File: src/hdl/civr_pkg.sv
/*
  Shared constants for the card interrupt request and acknowledge link.
  Assumes a single 25 MHz clock shared by both ends.
*/
package civr_pkg;
  localparam int unsigned CLK_PERIOD_NS     = 40;
  localparam int unsigned NUM_LEVELS        = 7;
  localparam int unsigned VEC_PRESENT_MAX_NS = 100;
  localparam int unsigned VEC_SETUP_MIN_NS   = 15;
  localparam int unsigned REL_PRESENT_MAX_NS = 50;
  localparam int unsigned REL_DATA_MAX_NS    = 100;
  localparam int unsigned ACK_MAX_NS         = 3000;
  localparam int unsigned AUTOVEC_WAIT_NS    = 100;
  // Longest times round down, least times round up, never below one
  localparam int unsigned VEC_SETUP_CYC =
    (VEC_SETUP_MIN_NS + CLK_PERIOD_NS - 1) / CLK_PERIOD_NS;
  localparam int unsigned ACK_MAX_CYC = ACK_MAX_NS / CLK_PERIOD_NS;
  localparam int unsigned AUTOVEC_WAIT_CYC =
    (AUTOVEC_WAIT_NS / CLK_PERIOD_NS > 0) ?
    AUTOVEC_WAIT_NS / CLK_PERIOD_NS : 1;
  localparam logic [2:0] LEVEL_QUIET   = 3'h0;
  localparam logic [2:0] LEVEL_EXT_LO  = 3'h3;
  localparam logic [1:0] SEL_WIDTH_TAG = 2'h0;
  localparam logic [7:0] VECTOR_RESET  = 8'h00;
  typedef logic [7:0] civr_vec_t;
endpackage

File: src/hdl/civr_bus_if.sv
/*
  Backplane interrupt wires between a plug-in card and the bus master.
  Active-low open-collector request lines are resolved from enables.
*/
`timescale 1ns/100ps
interface civr_bus_if;
  // Request lines, card side enables, resolved level seen by master
  logic [7:1] req_oe;
  logic [7:1] request_line_n;
  // Acknowledge cycle
  logic       acknowledge_strobe_n;
  logic [2:0] level_address_bits;
  logic       vector_present_oe;
  logic       vector_present_n;
  logic       transfer_acknowledge_oe;
  logic       transfer_acknowledge_n;
  logic       data_oe;
  logic [7:0] low_data_byte_out;
  logic [7:0] low_data_byte;
  // Open collector: a line is low when any driver enables it
  assign request_line_n         = ~req_oe;
  assign vector_present_n       = ~vector_present_oe;
  assign transfer_acknowledge_n = ~transfer_acknowledge_oe;
  assign low_data_byte          = data_oe ? low_data_byte_out : 8'hFF;
  modport card (
    output req_oe, vector_present_oe, transfer_acknowledge_oe,
    output data_oe, low_data_byte_out,
    input  acknowledge_strobe_n, level_address_bits
  );
  modport master (
    input  request_line_n, vector_present_n, transfer_acknowledge_n,
    input  low_data_byte,
    output acknowledge_strobe_n, level_address_bits
  );
endinterface

File: src/hdl/civr_card.sv
/*
  Card end: raises one request level among three to six and answers
  the acknowledge cycle with a vector or stays silent to autovector.
  Assumes the master keeps level bits stable through the cycle, that
  the level switch and user inputs are synchronous to the clock, and
  that the master raises the strobe again once the vector is taken.
  Only one vectoring card may sit on a level; autovectored ones share.
*/
// Contract
// - Seven request levels, zero means quiescent
// - Card uses only levels three to six
// - Two-bit switch selects one driven line
// - Master ranks level seven highest
// - Master encodes requests to three bits
// - Levels one, two, seven use internal space
// - Level two is never shared
// - Master acknowledges only above current priority
// - Master puts level on address bits
// - Card ignores strobes, select and cycle codes
// - Matching vectoring card asserts vector-present quickly
// - No vector-present means master autovectors
// - Vector driven on acknowledge strobe alone
// - Vector stable before transfer acknowledge
// - Master captures vector, negates acknowledge strobe
// - Release vector-present and data after strobe
// - Autovectored card stays silent in acknowledge
// - Autovectored is the default mode
// - Status shows enable and requesting bits
// - Transfer acknowledge within 3000 ns
`timescale 1ns/100ps
module civr_card
  import civr_pkg::*;
#(
  // Autovectoring by default; vectored answers are for one-off builds
  parameter bit          VECTORED  = 1'b0,
  // Cycles from data on to transfer acknowledge, 1 to 15
  parameter int unsigned SETUP_CYC = VEC_SETUP_CYC
) (
  // Clock and reset
  input  wire logic       clock,
  input  wire logic       resetn,
  // Backplane
  civr_bus_if.card        bus,
  // Card user side
  input  wire logic [1:0] level_select,
  input  wire logic       int_enable,
  input  wire logic       int_event,
  input  wire logic       int_clear,
  input  wire civr_vec_t  vector_value,
  output logic [1:0]      status_bits
);
  typedef enum logic [3:0] {
    ST_IDLE  = 4'h1,
    ST_SETUP = 4'h2,
    ST_ACK   = 4'h4,
    ST_DONE  = 4'h8
  } civr_card_e;

  // Each _q is a register, its _d the value for the next edge
  civr_card_e state_q, state_d;
  logic       pend_q, pend_d;
  logic [7:1] req_q, req_d;
  logic       vp_q, vp_d, dt_q, dt_d, doe_q, doe_d;
  civr_vec_t  vec_q, vec_d;
  logic [3:0] cnt_q, cnt_d;
  logic [1:0] stat_q, stat_d;
  logic [2:0] lvl_q, lvl_d;
  logic [2:0] my_level;
  logic       match;

  // Switch code 0..3 lands on levels 3..6 only
  function automatic logic [2:0] switch_level(input logic [1:0] code);
    switch_level = LEVEL_EXT_LO + {1'b0, code};
  endfunction

  // Levels 1, 2 and 7 are out of reach, so no internal-space decode
  // and no sharing of the totem-pole line
  assign my_level = lvl_q;
  // Only the strobe and level bits are looked at
  assign match = !bus.acknowledge_strobe_n && pend_q
                 && (bus.level_address_bits == my_level);

  // Request group: pending flag, latched level, line enable, status
  always_comb begin
    pend_d = pend_q;
    lvl_d  = lvl_q;
    if (!pend_q) begin
      // Switch is sampled only while quiet, so a raised line never hops
      lvl_d = switch_level(level_select);
    end
    if (int_clear || !int_enable) begin
      pend_d = 1'b0;
    end
    if (int_event && int_enable) begin
      pend_d = 1'b1; // set wins over clear
    end
    req_d = '0;
    if (pend_q) begin
      req_d[my_level] = 1'b1;
    end
    stat_d = {int_enable, pend_q};
  end

  // Answer group: one pass per acknowledge strobe
  always_comb begin
    state_d = state_q;
    vp_d    = 1'b0;
    dt_d    = 1'b0;
    doe_d   = 1'b0;
    vec_d   = vec_q;
    cnt_d   = cnt_q;
    case (state_q)
      ST_IDLE: begin
        // Autovectored card never answers
        if (VECTORED && match) begin
          vp_d    = 1'b1;
          doe_d   = 1'b1;
          // Frozen here, so a late change of the user value cannot
          // tear the byte the master is about to read
          vec_d   = vector_value;
          cnt_d   = 4'(SETUP_CYC);
          state_d = ST_SETUP;
        end
      end
      ST_SETUP: begin
        vp_d  = 1'b1;
        doe_d = 1'b1;
        if (bus.acknowledge_strobe_n) begin
          // Master gave up early: let go at once all the same
          vp_d    = 1'b0;
          doe_d   = 1'b0;
          state_d = ST_DONE;
        end else if (cnt_q > 4'h1) begin
          cnt_d = cnt_q - 4'h1;
        end else begin
          // Data held a full cycle before acknowledge
          dt_d    = 1'b1;
          state_d = ST_ACK;
        end
      end
      ST_ACK: begin
        // Hold all three until the master raises the strobe
        vp_d  = 1'b1;
        doe_d = 1'b1;
        dt_d  = 1'b1;
        if (bus.acknowledge_strobe_n) begin
          // Drop everything the next edge, within 40 ns
          vp_d    = 1'b0;
          doe_d   = 1'b0;
          dt_d    = 1'b0;
          state_d = ST_DONE;
        end
      end
      ST_DONE: begin
        // A strobe still low here belongs to the cycle just ended
        if (bus.acknowledge_strobe_n) begin
          state_d = ST_IDLE;
        end
      end
      default: begin
        state_d = ST_IDLE;
      end
    endcase
  end

  // Request group registers
  always_ff @(posedge clock) begin
    if (!resetn) begin
      pend_q <= 1'b0;
      lvl_q  <= LEVEL_EXT_LO;
      req_q  <= '0;
      stat_q <= '0;
    end else begin
      pend_q <= pend_d;
      lvl_q  <= lvl_d;
      req_q  <= req_d;
      stat_q <= stat_d;
    end
  end

  // Answer group registers
  always_ff @(posedge clock) begin
    if (!resetn) begin
      state_q <= ST_IDLE;
      vp_q    <= 1'b0;
      dt_q    <= 1'b0;
      doe_q   <= 1'b0;
      vec_q   <= VECTOR_RESET;
      cnt_q   <= '0;
    end else begin
      state_q <= state_d;
      vp_q    <= vp_d;
      dt_q    <= dt_d;
      doe_q   <= doe_d;
      vec_q   <= vec_d;
      cnt_q   <= cnt_d;
    end
  end

  // Every backplane output is a register, so no glitch reaches a
  // shared line
  assign bus.req_oe                  = req_q;
  assign bus.vector_present_oe       = vp_q;
  assign bus.transfer_acknowledge_oe = dt_q;
  assign bus.data_oe                 = doe_q;
  assign bus.low_data_byte_out       = vec_q;
  assign status_bits                 = stat_q;
endmodule

File: src/flat_wrapper.sv
// flat-port wrapper written by rule: the top's interface ports become plain ports
module civr_card_flat import civr_pkg::*;
#(
                                                                      
  parameter bit          VECTORED  = 1'b0,
                                                         
  parameter int unsigned SETUP_CYC = VEC_SETUP_CYC
)
  (clock, resetn, level_select, int_enable, int_event, int_clear, vector_value, status_bits, bus_req_oe, bus_vector_present_oe, bus_transfer_acknowledge_oe, bus_data_oe, bus_low_data_byte_out, bus_acknowledge_strobe_n, bus_level_address_bits);
  civr_bus_if bus_i ();
  input  wire logic clock;
  input  wire logic resetn;
  input  wire logic [1:0] level_select;
  input  wire logic int_enable;
  input  wire logic int_event;
  input  wire logic int_clear;
  input  wire civr_vec_t vector_value;
  output logic [1:0] status_bits;
  output wire logic [$bits(bus_i.req_oe)-1:0] bus_req_oe;
  output wire logic [$bits(bus_i.vector_present_oe)-1:0] bus_vector_present_oe;
  output wire logic [$bits(bus_i.transfer_acknowledge_oe)-1:0] bus_transfer_acknowledge_oe;
  output wire logic [$bits(bus_i.data_oe)-1:0] bus_data_oe;
  output wire logic [$bits(bus_i.low_data_byte_out)-1:0] bus_low_data_byte_out;
  input wire logic [$bits(bus_i.acknowledge_strobe_n)-1:0] bus_acknowledge_strobe_n;
  input wire logic [$bits(bus_i.level_address_bits)-1:0] bus_level_address_bits;
  assign bus_req_oe = bus_i.req_oe;
  assign bus_vector_present_oe = bus_i.vector_present_oe;
  assign bus_transfer_acknowledge_oe = bus_i.transfer_acknowledge_oe;
  assign bus_data_oe = bus_i.data_oe;
  assign bus_low_data_byte_out = bus_i.low_data_byte_out;
  assign bus_i.acknowledge_strobe_n = bus_acknowledge_strobe_n;
  assign bus_i.level_address_bits = bus_level_address_bits;
  civr_card #(.VECTORED(VECTORED), .SETUP_CYC(SETUP_CYC)) u_core (.clock(clock), .resetn(resetn), .bus(bus_i), .level_select(level_select), .int_enable(int_enable), .int_event(int_event), .int_clear(int_clear), .vector_value(vector_value), .status_bits(status_bits));
endmodule
File: config.mk
export PLATFORM = sky130hd
export DESIGN_NAME = civr_card_flat
export DESIGN_NICKNAME = d
export VERILOG_FILES = /design/src/hdl/civr_pkg.sv /design/src/hdl/civr_bus_if.sv /design/src/hdl/civr_card.sv /design/src/flat_wrapper.sv
export SDC_FILE = /design/constraint.sdc
export NUM_CORES = 1
export LEC_CHECK = 0
export BUFFER_PORTS_ARGS = -buffer_cell sky130_fd_sc_hd__buf_2
export CORE_UTILIZATION = 40
export CTS_CLUSTER_SIZE = 14
export DETAILED_ROUTE_END_ITERATION = 6
export PLACE_DENSITY = 0.89
export SLEW_MARGIN = 5
export SYNTH_ARGS = -nofsm -noshare
export SYNTH_HDL_FRONTEND = slang
export SYNTH_SLANG_ARGS = --single-unit
export TNS_END_PERCENT = 20
File: constraint.sdc
create_clock -name clock -period 1.79 [get_ports clock]
set_clock_uncertainty 0.2 [all_clocks]
set_input_delay 0.0895 -clock clock [delete_from_list [all_inputs] [get_ports clock]]
set_output_delay 0.0895 -clock clock [all_outputs]
set_load 0.01 [all_outputs]
==> results.md <==
- Avg WL per Cell: about 8 um
- Worst R2R Start: u_core.pend_q
- Hold Path End: u_core.lvl_q[2]
- Final ANT Viol Nets: 0
- Max Cap Violations: 0
- Critical path class: in2reg
- CORE AREA: around 0.0012 mm^2
- Final setup TNS: 0 ps
- GR Util met3: roughly 1.7%
- Final min period: approximately 1700 ps
- Worst hold path cell count: 5
- GRT Util Overall: between 10% and 20%
- Fmax: just over 0.6 GHz
- Most common cell after layout, fill and taps aside: buf_2
- Crit path launch: resetn
- Area Overhead vs Synth: 25.5%
- Vias in the first global route: between 200 and 300
- End of the worst register-to-register path: u_core.pend_q
- Dpl hpwl: approximately 560 um
- DRT Pass-1 Iters: 4
- Vias post-DR: around 360
- Sequential element share of the synthesized area: between 40% and 50%
- Clock root cell: clkbuf_4
- CTS tree: built
- Gate Count Post-Synth: 52
- Total CTS buffers: 3
- Worst setup SP type: primary input
- Die width: between 30 and 40 um
- Crit Path Max Fanout: 9
- Outcome: completed
- CP required: ~1700 ps
- Routability cong.: ~0.76
- Leak: 0.330 nW
- Avg Vias per Cell: ~4.0
- Post-CTS sizing: 0
- Synth Cell Area: 526 um^2
- Max-slew violations: 0
- Hold Path Class: in2reg
- Final nets: slightly below 100
- Ys Warns: 0
- DRT iter0 DRCs: 7
- PD cells: 809 mW/mm^2
- Clk sink count: 13
- Reg2Reg Depth: 3
- Met1 usage: between 10 and 15%
- R2r setup slk: 230 ps
- Initial antenna violation count: 0
- Clk slew on worst S/H paths: about 70 ps
- Final Setup Violations: 0
- Top cells by area, synth: dfxtp_1 50%, buf_4 16%, nor4b_4 4.5%, nor2_1 2.9%, and2_1 2.4%
- GRT met2 Usage: 19.1%
- Most used routing layer: met2
- Initial Util: between 40 and 50%
- First-pass GRT wire length: about 1.1 mm
- Final Non-Filler Cells: 90
- Clock Path Buffers: 2
- Site Rows: 12
- Die H: about 38 um
- Biggest area consumer among synthesized cells: dfxtp_1
- Max IR drop VDD: roughly 0.37 mV
- Synthesized flop and latch total: 13
- Io pins: 39
- Crit end category: flip-flop
- Grt ovf: 0
- Final Hold Violating Endpoints: 0
- Placed Cells: 80
- Commonest cells after routing, fill and taps aside: 15 x buf_2, 13 x dfxtp_1, 11 x conb_1
- Tcrit/Tclk final: between 90% and 100%
- Largest net degree at the start of global routing: 10
- Post-CTS Hold Buffers: 6
- Mapped Avg Cell Area: a little over 10 um^2
- Synth top area share: 49.5%
- RSZ-0062 raised after global routing: no
- Port buffer count: 15
- CTS H-tree lvls: 1
- Setup bufs post-CTS: 0
- Clock Latency Late Sink: between 200 and 300 ps
- Diode count: 0
- DRC: 0
- Share of layout cells above drive strength 1: between 20 and 30%
- Synth unique cells: 21
- Die area: between 0.001 and 0.0015 mm^2
- WP data arrival: around 1600 ps
- Hold path startpoint: level_select[1]
- Final WL: 727 um
## logic make-up (layout without fill, tap and decap cells)
logic type	after synthesis	after routing	synth area share [%]
AND/OR/NAND/NOR	20	20	24.5
buffers and inverters	13	27	17.1
flip-flops	13	13	49.5
other	1	11	0.714
adder cells (fa/ha/maj)	1	1	2.38
AO/OA/AOI/OAI	4	4	5.71
## report_power, final
part | leakage, nW | switching [mW] | internal [mW] | total [mW]
Combinational | 0.209 | 0.0272 | 0.0294 | 0.0565
Clock | 0.0150 | 0.0827 | 0.0861 | 0.169
Sequential | 0.106 | 0.0100 | 0.298 | 0.308
Total | 0.330 | 0.120 | 0.414 | 0.534
## worst max-delay path by stage
stage,cells after the start,end
after floorplan,2,u_core.bus.req_oe[1]
after global placement,2,u_core.bus.req_oe[1]
after detailed placement,2,u_core.bus.req_oe[1]
after CTS,5,u_core.pend_q
after global routing,5,u_core.pend_q
final,5,u_core.pend_q
## synthesized netlist by cell type
master and n:
or2_1 1, and2b_4 1, nand2_2 1, nand3_1 1, nor4b_4 1, and2_1 2
o21ai_1 1, nand2_1 2, inv_1 2, buf_4 11, o21a_1 1, a21boi_1 1
ha_1 1, a21bo_1 1, nand3b_1 1, conb_1 1, nor3_1 2, dfxtp_1 13
nor2_1 4, nand2b_1 2, nor2b_1 2
## stage by stage
step | power, mW | cell area (um^2) | util (%) | hold slack, ps | setup slack (ps)
2_1_floorplan | 0.364 | 563 | - | -30.5 | 772
3_3_place_gp | 0.360 | 573 | 49.6 | 102 | 690
3_5_place_dp | 0.362 | 573 | 49.6 | 112 | 659
4_1_cts | 0.544 | 659 | 57.0 | 51.9 | 153
5_1_grt | 0.568 | 659 | 57.0 | 57.2 | 111
6_report | 0.534 | 659 | 57.0 | 61.7 | 132
## area by class of cell
type	count	area, um^2
flip-flops and latches	13	260
multi-input cells	36	213
inverters	2	7.51
clock buffers	4	26.3
fillers	108	497
well taps	14	17.5
repair buffers	21	135
## registers in the layout, summed over array words and instances (netlist names)
| signal | cells |
|---|---|
| u_core.pend_q | 1 |
| u_core.status_bits | 2 |
| u_core.lvl_q | 3 |
| u_core.bus.req_oe | 7 |
## layer usage
layer	share of wire, %	vias to the layer above
met5	0	-
met4	0	0
met3	9.2	0
met2	49	16
met1	42	156
li1	-	191
## critical path, cell delays in order
cell,delay (ps)
dlygate4sd3_1,530
buf_2,170
and2_1,170
o21a_1,100
dlygate4sd3_1,550
(Power assumes the default switching activity.)
